$ cat config.mk
export PLATFORM = sky130hd
export DESIGN_NAME = adc_capture
export DESIGN_NICKNAME = d
export VERILOG_FILES = /design/src/rtl/capture_pkg.sv /design/src/rtl/adc_capture.sv /design/src/rtl/converter_access.sv /design/src/rtl/sample_timer.sv
export VERILOG_INCLUDE_DIRS = /design/src /design/src/rtl
export SDC_FILE = /design/constraint.sdc
export NUM_CORES = 1
export LEC_CHECK = 0
export BUFFER_PORTS_ARGS = -buffer_cell sky130_fd_sc_hd__buf_2
export CAP_MARGIN = 25
export CORE_MARGIN = 3
export CORE_UTILIZATION = 62
export CTS_CLUSTER_DIAMETER = 100
export CTS_CLUSTER_SIZE = 8
export DETAILED_ROUTE_END_ITERATION = 12
export MAX_ROUTING_LAYER = met4
export PLACE_DENSITY = 0.95
export REMOVE_ABC_BUFFERS = 1
export SYNTH_ARGS = -nofsm -noshare
export SYNTH_HDL_FRONTEND = slang
export SYNTH_SLANG_ARGS = --single-unit
$ cat constraint.sdc
create_clock -name SYS_CLK -period 3.4 [get_ports SYS_CLK]
set_input_delay 0 -clock SYS_CLK [delete_from_list [all_inputs] [get_ports SYS_CLK]]
set_output_delay 0 -clock SYS_CLK [all_outputs]
set_load 0.03 [all_outputs]
$ cat src/rtl/capture_consts.svh
// Purpose: Constants for the timed converter block capture sequencer
// Assumes: SYS_CLK at 250 MHz; times given in ns, counts derived below
// Notes:   Least times round up to whole cycles
`ifndef CAPTURE_CONSTS_SVH
`define CAPTURE_CONSTS_SVH

// System clock rate
`define CLK_MHZ            32'h0000_00FA

// Strobe address map of the converter space
`define ADDR_READ          32'hA000_4000
`define ADDR_CONV          32'hA000_C000
`define ADDR_RESET         32'hA001_4000
`define REGION_MASK        32'hF000_0000
`define REGION_BASE        32'hA000_0000

// Capture block and start-up sequence
`define BLOCK_LENGTH       12'h800
`define INIT_DISCARDS      2'h3

// Sample timer: prescale of the input clock and period value
`define TIMER_PRESCALE     2'h3
`define TIMER_PERIOD       8'h1B

// Strobe low time per access (20 ns)
`define STROBE_NS          32'h0000_0014
`define STROBE_CYC         ((`STROBE_NS * `CLK_MHZ + 32'h0000_03E7) / 32'h0000_03E8)

// Quiet zone before the convert-start edge (100 ns)
`define QUIET_BEFORE_NS    32'h0000_0064
`define QUIET_BEFORE_CYC   ((`QUIET_BEFORE_NS * `CLK_MHZ + 32'h0000_03E7) / 32'h0000_03E8)

// Quiet zone after the convert-start edge (50 ns)
`define QUIET_AFTER_NS     32'h0000_0032
`define QUIET_AFTER_CYC    ((`QUIET_AFTER_NS * `CLK_MHZ + 32'h0000_03E7) / 32'h0000_03E8)

// Latency from the busy-derived edge to the read strobe (130 ns)
`define READ_LAT_NS        32'h0000_0082
`define READ_LAT_CYC       ((`READ_LAT_NS * `CLK_MHZ + 32'h0000_03E7) / 32'h0000_03E8)

`endif

$ cat src/rtl/capture_pkg.sv
// Purpose: Types shared by the capture sequencer files
// Assumes: Constants come from capture_consts.svh
// Notes:   Each module keeps all its state in one struct declared here
package capture_pkg;

    // Sequencer states
    typedef enum logic [2:0] {
        ST_IDLE      = 3'b000,
        ST_RESET     = 3'b001,
        ST_INIT_CONV = 3'b010,
        ST_INIT_WAIT = 3'b011,
        ST_INIT_READ = 3'b100,
        ST_RUN       = 3'b101
    } seq_state_type;

    // Kind of access in flight
    typedef enum logic [1:0] {
        KIND_CONV  = 2'b00,
        KIND_READ  = 2'b01,
        KIND_RESET = 2'b10
    } acc_kind_type;

    typedef struct packed {
        logic        valid;
        logic [31:0] addr;
    } access_req_type;

    typedef struct packed {
        logic        done;
        logic [15:0] data;
    } access_rsp_type;

    typedef struct packed {
        logic        valid;
        logic [10:0] index;
        logic [15:0] data;
    } sample_write_type;

    typedef struct packed {
        logic           active;
        logic           cs_n;
        logic           rd_n;
        logic           conv_n;
        logic           reset_n;
        logic [2:0]     cnt;
        access_rsp_type rsp;
    } access_state_type;

    typedef struct packed {
        logic [1:0] pre;
        logic [7:0] cnt;
        logic       out;
        logic       trig;
    } timer_state_type;

    typedef struct packed {
        seq_state_type    st;
        logic [1:0]       init_left;
        logic             conv_pend;
        logic             read_pend;
        logic [5:0]       read_wait;
        logic [3:0]       after_conv;
        logic [4:0]       quiet;
        logic [11:0]      stored;
        logic             busy_prev;
        logic             trig_prev;
        acc_kind_type     kind;
        logic             in_flight;
        access_req_type   req;
        sample_write_type wr;
        logic [15:0]      scratch;
        logic             done;
        logic             active;
    } seq_state_struct_type;

endpackage

$ cat src/rtl/adc_capture.sv
// Purpose: Timed block capture sequencer for a 16-bit parallel converter
// Assumes: Converter pins synchronous to SYS_CLK; one converter in the space
// Notes:   Samples leave on a write port to an external array
// Behaviour
// - One convert-start access per sample timer trigger.
// - Convert-start data goes to the scratch word, never the array.
// - A block is 2048 conversions and 2048 stored samples, a constant.
// - Sample reads follow the inverted busy edge, end of conversion.
// - After 2048 stored samples, further reads go to scratch.
// - Conversions and reads keep running until the processor halts them.
// - Sample timer clocked from the system clock divided by four.
// - Sample rate is timer clock over twice the period value.
// - Timer output toggles each period; one trigger per full cycle.
// - Period value is 27.
// - No converter access 100 ns before or 50 ns after convert-start.
// - About 130 ns from busy-derived edge to the read strobe.
// - Read, convert-start and reset strobes decoded from three addresses.
// - Completion flag raised to the processor after the full block.
// - Optionally trigger reads from non-inverted busy, during conversion.
// - Busy inverted before use as rising-edge read trigger.
// - Start-up: reset pulse, then three discarded conversions.
// - Chip select low during any access to the converter space.
`timescale 1ns/100ps
`include "capture_consts.svh"

module adc_capture
    import capture_pkg::*;
(
    input  wire logic         SYS_CLK,
    input  wire logic         RST_N,
    input  wire logic         CE,
    input  wire logic         START,
    input  wire logic         HALT,
    input  wire logic         TRIG_SEL,
    input  wire logic         ADC_BUSY,
    input  wire logic [15:0]  ADC_DATA,
    output logic              ADC_CS_N,
    output logic              ADC_RD_N,
    output logic              ADC_CONVST_N,
    output logic              ADC_RESET_N,
    output sample_write_type  SAMPLE_WR,
    output logic [15:0]       SCRATCH_WORD,
    output logic              BLOCK_DONE,
    output logic              CAPTURE_ACTIVE
);

    localparam logic [4:0] QUIET_BEFORE = 5'(`QUIET_BEFORE_CYC);
    localparam logic [3:0] QUIET_AFTER  = 4'(`QUIET_AFTER_CYC);
    localparam logic [5:0] READ_LAT     = 6'(`READ_LAT_CYC);

    seq_state_struct_type s;
    seq_state_struct_type next_s;
    access_rsp_type       rsp;
    logic                 timer_trig;
    logic                 trig_now;
    logic                 trig_rise;
    logic                 busy_fall;
    logic                 bus_busy;
    logic                 can_issue;

    // Sample timer runs only while capture is active
    sample_timer u_timer
    (
        .clk     (SYS_CLK),
        .rst_n   (RST_N),
        .ce      (CE),
        .enable  (s.active),
        .trigger (timer_trig)
    );

    // Decoded access engine toward the converter
    converter_access u_access
    (
        .clk      (SYS_CLK),
        .rst_n    (RST_N),
        .ce       (CE),
        .req      (s.req),
        .adc_data (ADC_DATA),
        .rsp      (rsp),
        .cs_n     (ADC_CS_N),
        .rd_n     (ADC_RD_N),
        .conv_n   (ADC_CONVST_N),
        .reset_n  (ADC_RESET_N)
    );

    // Read trigger polarity and edge detection
    assign trig_now  = TRIG_SEL ? ADC_BUSY : ~ADC_BUSY;
    assign trig_rise = trig_now & ~s.trig_prev;
    assign busy_fall = s.busy_prev & ~ADC_BUSY;
    assign bus_busy  = s.in_flight | s.req.valid;
    assign can_issue = ~bus_busy;

    // Sequencer next state
    always_comb
    begin
        next_s = s;
        next_s.req.valid = 1'b0;
        next_s.wr.valid = 1'b0;
        next_s.busy_prev = ADC_BUSY;
        next_s.trig_prev = trig_now;

        // Idle time since the last access, and guard after convert-start
        if (bus_busy)
            next_s.quiet = 5'h00;
        else if (s.quiet != QUIET_BEFORE)
            next_s.quiet = s.quiet + 5'h01;
        if (s.after_conv != 4'h0)
            next_s.after_conv = s.after_conv - 4'h1;
        if (s.read_pend && s.read_wait != 6'h00)
            next_s.read_wait = s.read_wait - 6'h01;

        // Completed access: route its word
        if (rsp.done)
        begin
            next_s.in_flight = 1'b0;
            if (s.kind == KIND_READ && s.st == ST_RUN && s.stored != `BLOCK_LENGTH)
            begin
                next_s.wr.valid = 1'b1;
                next_s.wr.index = s.stored[10:0];
                next_s.wr.data = rsp.data;
                next_s.stored = s.stored + 12'h001;
                if (s.stored == `BLOCK_LENGTH - 12'h001)
                    next_s.done = 1'b1;
            end
            else
            begin
                next_s.scratch = rsp.data;
            end
        end

        // Sequence through start-up and timed capture
        case (s.st)
            ST_IDLE:
            begin
            end
            ST_RESET:
            begin
                if (rsp.done && s.kind == KIND_RESET)
                begin
                    next_s.st = ST_INIT_CONV;
                    next_s.conv_pend = 1'b1;
                end
            end
            ST_INIT_CONV:
            begin
                if (rsp.done && s.kind == KIND_CONV)
                    next_s.st = ST_INIT_WAIT;
            end
            ST_INIT_WAIT:
            begin
                if (busy_fall)
                begin
                    next_s.st = ST_INIT_READ;
                    next_s.read_pend = 1'b1;
                    next_s.read_wait = READ_LAT;
                end
            end
            ST_INIT_READ:
            begin
                if (rsp.done && s.kind == KIND_READ)
                begin
                    if (s.init_left == 2'h1)
                    begin
                        next_s.st = ST_RUN;
                    end
                    else
                    begin
                        next_s.init_left = s.init_left - 2'h1;
                        next_s.conv_pend = 1'b1;
                        next_s.st = ST_INIT_CONV;
                    end
                end
            end
            ST_RUN:
            begin
                // Keep converting after the block until halted
                if (timer_trig)
                    next_s.conv_pend = 1'b1;
                if (trig_rise)
                begin
                    next_s.read_pend = 1'b1;
                    next_s.read_wait = READ_LAT;
                end
            end
            default:
            begin
                next_s.st = ST_IDLE;
            end
        endcase

        // Issue one access; reads first, convert-start only after quiet time
        if (can_issue)
        begin
            if (s.read_pend && s.read_wait == 6'h00 && s.after_conv == 4'h0)
            begin
                next_s.read_pend = 1'b0;
                next_s.req.valid = 1'b1;
                next_s.req.addr = `ADDR_READ;
                next_s.kind = KIND_READ;
                next_s.in_flight = 1'b1;
            end
            else if (s.conv_pend && s.quiet == QUIET_BEFORE && !(s.read_pend && s.read_wait == 6'h00))
            begin
                next_s.conv_pend = 1'b0;
                next_s.req.valid = 1'b1;
                next_s.req.addr = `ADDR_CONV;
                next_s.kind = KIND_CONV;
                next_s.in_flight = 1'b1;
                next_s.after_conv = QUIET_AFTER;
            end
        end

        // Restart begins a new block; halt stops timer and transfers
        if (START && !s.in_flight)
        begin
            next_s.st = ST_RESET;
            next_s.stored = 12'h000;
            next_s.done = 1'b0;
            next_s.conv_pend = 1'b0;
            next_s.read_pend = 1'b0;
            next_s.init_left = `INIT_DISCARDS;
            next_s.req.valid = 1'b1;
            next_s.req.addr = `ADDR_RESET;
            next_s.kind = KIND_RESET;
            next_s.in_flight = 1'b1;
        end
        else if (HALT)
        begin
            next_s.st = ST_IDLE;
            next_s.conv_pend = 1'b0;
            next_s.read_pend = 1'b0;
        end

        next_s.active = (next_s.st == ST_RUN);
    end

    // State register
    always_ff @(posedge SYS_CLK)
    begin
        if (!RST_N)
            s <= '0;
        else if (CE)
            s <= next_s;
    end

    // Registered outputs
    assign SAMPLE_WR      = s.wr;
    assign SCRATCH_WORD   = s.scratch;
    assign BLOCK_DONE     = s.done;
    assign CAPTURE_ACTIVE = s.active;

endmodule // adc_capture

$ cat src/rtl/converter_access.sv
// Purpose: One decoded read, convert-start or reset access toward the converter
// Assumes: A request arrives only while no access is active
// Notes:   Addresses outside the converter space complete with zero data and no strobe
`timescale 1ns/100ps
`include "capture_consts.svh"

module converter_access
    import capture_pkg::*;
(
    input  wire logic           clk,
    input  wire logic           rst_n,
    input  wire logic           ce,
    input  access_req_type      req,
    input  wire logic [15:0]    adc_data,
    output access_rsp_type      rsp,
    output logic                cs_n,
    output logic                rd_n,
    output logic                conv_n,
    output logic                reset_n
);

    localparam access_state_type ACCESS_IDLE = '{active: 1'b0, cs_n: 1'b1, rd_n: 1'b1, conv_n: 1'b1,
                                                 reset_n: 1'b1, cnt: 3'h0, rsp: '0};

    access_state_type s;
    access_state_type next_s;

    // Address decode, strobe timing and data capture
    always_comb
    begin
        next_s = s;
        next_s.rsp.done = 1'b0;
        if (!s.active)
        begin
            if (req.valid)
            begin
                next_s.active = 1'b1;
                next_s.cnt = 3'(`STROBE_CYC - 1);
                next_s.cs_n = !((req.addr & `REGION_MASK) == `REGION_BASE);
                if (req.addr == `ADDR_READ)
                    next_s.rd_n = 1'b0;
                else if (req.addr == `ADDR_CONV)
                    next_s.conv_n = 1'b0;
                else if (req.addr == `ADDR_RESET)
                    next_s.reset_n = 1'b0;
            end
        end
        else if (s.cnt != 3'h0)
        begin
            next_s.cnt = s.cnt - 3'h1;
        end
        else
        begin
            next_s = ACCESS_IDLE;
            next_s.rsp.done = 1'b1;
            next_s.rsp.data = s.cs_n ? 16'h0000 : adc_data;
        end
    end

    // State register
    always_ff @(posedge clk)
    begin
        if (!rst_n)
            s <= ACCESS_IDLE;
        else if (ce)
            s <= next_s;
    end

    assign rsp = s.rsp;
    assign cs_n = s.cs_n;
    assign rd_n = s.rd_n;
    assign conv_n = s.conv_n;
    assign reset_n = s.reset_n;

endmodule // converter_access

$ cat src/rtl/sample_timer.sv
// Purpose: Sample timer, prescaled input clock, clock-mode output
// Assumes: Enable low holds the timer cleared
// Notes:   One trigger pulse per full output cycle
`timescale 1ns/100ps
`include "capture_consts.svh"

module sample_timer
    import capture_pkg::*;
(
    input  wire logic clk,
    input  wire logic rst_n,
    input  wire logic ce,
    input  wire logic enable,
    output logic      trigger
);

    timer_state_type s;
    timer_state_type next_s;

    // Divide by four, count period ticks, toggle, trigger on rising output
    always_comb
    begin
        next_s = s;
        next_s.trig = 1'b0;
        if (!enable)
        begin
            next_s = '0;
        end
        else if (s.pre == `TIMER_PRESCALE)
        begin
            next_s.pre = 2'h0;
            if (s.cnt == `TIMER_PERIOD - 8'h01)
            begin
                next_s.cnt = 8'h00;
                next_s.out = ~s.out;
                next_s.trig = ~s.out;
            end
            else
            begin
                next_s.cnt = s.cnt + 8'h01;
            end
        end
        else
        begin
            next_s.pre = s.pre + 2'h1;
        end
    end

    // State register
    always_ff @(posedge clk)
    begin
        if (!rst_n)
            s <= '0;
        else if (ce)
            s <= next_s;
    end

    assign trigger = s.trig;

endmodule // sample_timer
# Word-level counts from Yosys, hierarchy flattened
# Index checks and enable logic that the tools add are counted.
dict set report word_totals {
  regBits 155
  inputBits 23
  wordCells 184
}
dict set report classes {
  n_addsub 8
  n_eq_ne 26
  mux 62
  n_bitwise 8
  n_reduce_logical 48
}
# op n
set op_table {}
lappend op_table {{two-way mux 36 bit} 4}
lappend op_table {{== test 32 bit (second input constant)} 3}
lappend op_table {{two-way mux 12 bit} 4}
lappend op_table {{two-way mux 45 bit} 1}
lappend op_table {{two-way mux 17 bit} 2}
lappend op_table {{two-way mux 16 bit} 2}
lappend op_table {{two-way mux 28 bit} 1}
lappend op_table {{two-way mux 3 bit} 8}
lappend op_table {{two-way mux 8 bit} 3}
lappend op_table {{AND reduction 3 bit} 7}
lappend op_table {{nonzero test 2 bit} 10}
lappend op_table {{two-way mux 2 bit} 8}
lappend op_table {{two-way mux 4 bit} 4}
lappend op_table {{two-way mux 5 bit} 3}
lappend op_table {{one-hot mux 3 bit (5 select lines)} 1}
lappend op_table {{two-way mux 1 bit} 14}
lappend op_table {{two-way mux 7 bit} 2}
lappend op_table {{one-hot mux 7 bit (2 select lines)} 1}
lappend op_table {{adder 12 x 1 -> 12 bit (second input constant)} 1}
lappend op_table {{== test 12 x 11 -> 1 bit (second input constant)} 1}
lappend op_table {{two-way mux 6 bit} 2}
lappend op_table {{inequality test 12 bit (second input constant)} 1}
lappend op_table {{inequality test 2 x 1 -> 1 bit (second input constant)} 6}
lappend op_table {{AND reduction 4 bit} 3}
lappend op_table {{35 further kinds} 60}

# Logic depth before layout (Yosys ltp)
dict set report logic_depth {
  word_depth 9
  ltp_mapped 9
}

# Cells and area by module
# From an unflattened synthesis, not the netlist that was laid out.
dict set report hier_totals {
  cells_unflattened 726
  hier_area_um2 6268.5
}
# module instances cells_each area_each_um2 seq_area_each_um2
set modules_own_cells {}
lappend modules_own_cells {adc_capture 1 543 4474.3 1761.7}
lappend modules_own_cells {converter_access 1 117 1171.1 500.5}
lappend modules_own_cells {sample_timer 1 66 623.1 240.2}

# Least setup slack after synthesis
# No wires, ideal clock.
dict set report synth_path {
  path_type {reg2reg}
  startpoint {reg s[105] in the netlist's numbering}
  endpoint {reg s[79] in the netlist's numbering}
  setup_time_ns 0.115
  arrival_time_ns 1.680
  required_ns 3.285
  path_slack_ns 1.606
  path_stages_with_launch 9
  n_path_buf 1
  cell_sequence {dfxtp_1 -> inv_1 -> ha_1 -> or3b_4 -> o41ai_4 -> or2_1 -> buf_6 -> a21oi_1 -> o21a_1}
}
dict set report synth_between {
  elab_chain_cells 8
  word_cells_on_any_way 9
  classes_between {4 x mux; 5 x reduce/logical}
}
# element line_no
set synth_rtl {}
lappend synth_rtl {{start: declaration} adc_capture.sv:51} ;# seq_state_struct_type s;
lappend synth_rtl {{start signal: assignment} adc_capture.sv:243} ;# s <= next_s;
lappend synth_rtl {{zero test 6 bit *} {adc_capture.sv:194, adc_capture.sv:202}}
lappend synth_rtl {{logical AND 1 bit *} {adc_capture.sv:194, adc_capture.sv:202}}
lappend synth_rtl {{zero test 1 bit} adc_capture.sv:202} ;# else if (s.conv_pend && s.quiet == QUIET_BEFORE && !(s.read_pend && s.read_wait == 6'h00))
lappend synth_rtl {{logical AND 1 bit} adc_capture.sv:202}
lappend synth_rtl {{two-way mux 36 bit} adc_capture.sv:202}
lappend synth_rtl {{two-way mux 36 bit *} adc_capture.sv:194} ;# if (s.read_pend && s.read_wait == 6'h00 && s.after_conv == 4'h0)
lappend synth_rtl {{two-way mux 36 bit *} adc_capture.sv:192} ;# if (can_issue)
lappend synth_rtl {{two-way mux 36 bit *} adc_capture.sv:214} ;# if (START && !s.in_flight)
# Mark *: on every way between the ends. The rest lies on a longest branch, timed or not. The select of a mux whose other input is x is not followed.
# A chain may end at the register's enable or synchronous reset.

# Worst setup path in the final report
dict set report layout_path {
  startpoint {reg s[84] in the netlist's numbering}
  endpoint {reg s, in the netlist SAMPLE_WR[8]}
}
dict set report layout_between {
  elab_chain_cells 3
}
# element
set layout_rtl {}
lappend layout_rtl {{inequality test 12 bit (no line)}}
lappend layout_rtl {{logical AND 1 bit (no line)}}
lappend layout_rtl {{AND reduction 3 bit (no line)}}
# No other way between the ends.

==> qor.csv <==
stage,metric,value,unit
placement,placed cell areas,5730,um2
cts,CTS Root Cell,clkbuf_8,
drt,DR iter-0 viols,569,
drt,drt via density,6.26,
cells_and_area,layout cells sized above 1,17.1,%
placement,GP Congestion,0.899,
cts,hold buffer count at cts,22,
logic_synthesis,Avg Inst Size Synth,8.50,um2
logic_synthesis,Yosys Warn Count,0,
logic_synthesis,Netlist cell types,63,
logic_synthesis,asr flop ratio synth,0,%
cells_and_area,Filler cells,562,
logic_synthesis,most frequent cells after synthesis,"125 x dfxtp_1, 77 x nand2_1, 60 x nand3_1, 55 x o21ai_0, 46 x buf_4",
floorplan,Core Rows,34,
logic_synthesis,ranking of synthesized cells by area,"dfxtp_1 44%, buf_4 6.1%, nand3_1 5.3%",
timing,max frequency,374,MHz
cells_and_area,area grow syn2layout,15.4,%
logic_synthesis,top-count cell post-synth,dfxtp_1,
floorplan,I/O pin cnt,73,
cells_and_area,final instance area,6580,um2
grt,first-pass GRT wire length,24400,um
cts,clk buf depth,2,
cts,"Setup Fix Bufs, Post-CTS",0,
min_path,hold_sp,RST_N,
logic_synthesis,sequential area share after synthesis,43.9,%
grt,initial antenna violation count,1,
timing,final setup TNS,0,ps
logic_synthesis,Synth area leader,dfxtp_1,
floorplan,Die Footprint,10400,um2
cts,clock sink total,125,
setup_path,most frequent CP cell,nand3_1,
grt,GRT Total Usage,31.1,%
setup_path,"Slowest-stage cell, CP",buf_4,
grt,GRT busiest layer,met2,
logic_synthesis,Post-Synthesis Cells,671,
timing,final critical-path share of the clock period,78.7,%
logic_synthesis,"EDFF count, synth",0,
cts,CTS resizes,0,
power,Peak supply drop,395,uV
placement,IO buf count,72,
timing,Fin. Hold Viols,0,
cts,Num CTS Buffers,17,
setup_path,CP Capture Type,flop,
setup_path,startpoint types,flop,
timing,worst clock skew,11.2,ps
drt,final WL,15400,um
setup_path,worst path cell trace,"inv_1, ha_1, nor4b_1, nand3_1, nand4_2, buf_4, nand3_1, o21ai_0",
cts,clk_lat worst skew,540,ps
job,max-cap viol count,0,
floorplan,core region area,8850,um2
cts,htree depth,4,
run_status,status,completed,
timing,Slew HR,28.9,%
timing,RSZ-0062 raised after global routing,no,
logic_synthesis,Synth Register Bits,125,
timing,Worst Tran Pin Value,1060,ps
drt,DRT antenna net count,0,
setup_path,Critical Path AT,3120,ps
drt,drt pass-1 iters,5,
setup_path,CP max stage delay,470,ps
power,PD cells,569,nW/um2
timing,Tmin final,2680,ps
power,static leakage,0.00254,uW
cells_and_area,Layout Nets,742,
drt,DRC,0,
logic_synthesis,Yosys top cell area share,43.9,%
grt,Overflow after GRT,0,
grt,grt met1 use,33.1,%
floorplan,height of the die,102,um
min_path,HP Class,in -> reg,
setup_path,CP max FO,51,
setup_path,reg2reg start,s[84],
setup_path,Crit. Startpoint,s[84],
setup_path,Crit Path Category,reg -> reg,
logic_synthesis,synthesized area,5700,um2
setup_path,CP required,3840,ps
drt,DR WL/cell,18.6,um
drt,DR vias,5186,
placement,DP Wirelength,8310,um
cts,"Reg clk slew, reported paths",70,ps
grt,vias in the first global route,5001,
floorplan,Initial Utilization,64.5,%
timing,final setup violating endpoints,0,
logic_synthesis,"Top FF cell, synth",dfxtp_1,
floorplan,Die W,102,um
grt,largest net degree at the start of global routing,106,
cts,TritonCTS clock tree,built,
grt,met3 usage,8.53,%
grt,GRT met2 Usage,52.2,%
timing,count of pins over their slew limit,0,
-- routing by layer --
layer | vias to the layer above | wire [um]
met5 | - | 0
met4 | 0 | 635
met3 | 71 | 1290
met2 | 347 | 7870
met1 | 2395 | 5640
li1 | 2373 | -
-- cell families (layout without fill, tap and decap cells) --
kind of cell | count (synthesis) | in the layout | share of synthesized area (%)
and+or+nand+nor | 262 | 262 | 23.1
AOI/OAI and AO/OA | 142 | 142 | 15.8
DFF | 125 | 125 | 43.9
buffers and inverters | 103 | 152 | 10.4
xor gates and xnor gates | 24 | 24 | 3.69
adders and majority gates | 12 | 12 | 2.63
muxes | 3 | 3 | 0.548
other | 0 | 1 | 0
-- state kept, by name, summed over array words and instances (netlist names) --
signal and count:
u_access.conv_n 1, u_access.cs_n 1, u_access.reset_n 1, u_access.rd_n 1
u_timer.s 11, u_timer.trigger 1, CAPTURE_ACTIVE 1, u_access.rsp 17
u_access.s 4, SCRATCH_WORD 16, SAMPLE_WR 28, BLOCK_DONE 1
s 42
-- power breakdown --
group          leakage [uW]  total (uW)  internal (uW)  switching, uW
registers           0.00101        1530           1490           30.5
logic               0.00123         263            102            162
clock network      0.000303        1960           1230            733
-- final timing paths --
path,end,slack [ps],cells after the start
worst max-delay path,SAMPLE_WR[8],720,8
worst min-delay path,u_access.reset_n,190,3
worst max register to register,SAMPLE_WR[8],720,8
worst min register to register,u_access.reset_n,440,2
-- critical path: cells and delay by family (launching register included) --
family | cells | cell delay (ps)
and+or+nand+nor | 4 | 1150
adders and majority gates | 1 | 200
DFF | 1 | 380
AOI/OAI and AO/OA | 1 | 190
buffers and inverters | 2 | 640
-- cell type report --
cell class	count	area, um2	area share [%]
well taps	108	135	2.05
inverters	20	75.1	1.14
diodes	1	2.50	0.0380
repair buffers	100	626	9.50
flip-flops and latches	125	2500	38.0
clock inverters	14	205	3.12
clock buffers	18	428	6.50
multi-input cells	443	2610	39.6
-- layout by cell type (no fill, tap or decap), drive strengths merged, types with 3 or more instances in the layout --
| master | instances |
|---|---|
| nand3 | 60 |
| a31oi | 3 |
| nand2 | 79 |
| a22oi | 4 |
| a21boi | 3 |
| o21a | 4 |
| ha | 12 |
| a22o | 15 |
| clkbuf | 18 |
| a211oi | 6 |
| dfxtp | 125 |
| bufinv | 4 |
| nand4 | 12 |
| inv | 24 |
| o31ai | 4 |
| nor4b | 4 |
| nor3 | 11 |
| clkinv | 4 |
| a21oi | 29 |
| nand3b | 3 |
| dlygate4sd3 | 22 |
| and3 | 7 |
| nor4 | 3 |
| nor2b | 5 |
| o21ai | 64 |
| or3 | 4 |
| xnor2 | 10 |
| nand2b | 5 |
| nor2 | 43 |
| buf | 78 |
| nor3b | 7 |
| xor2 | 14 |
| and2 | 5 |
-- metrics by stage --
stage,power (uW),instances,util (%),setup WS [ps],hold slack (ps)
2_1_floorplan,1690,588,-,1050,61.9
6_report,3750,829,74.4,723,190
3_3_place_gp,1770,774,64.7,1350,214
5_1_grt,3840,829,74.4,586,167
3_5_place_dp,1780,774,64.7,1140,216
4_1_cts,3740,828,74.4,805,137
Power figures use the tool's default switching activity.
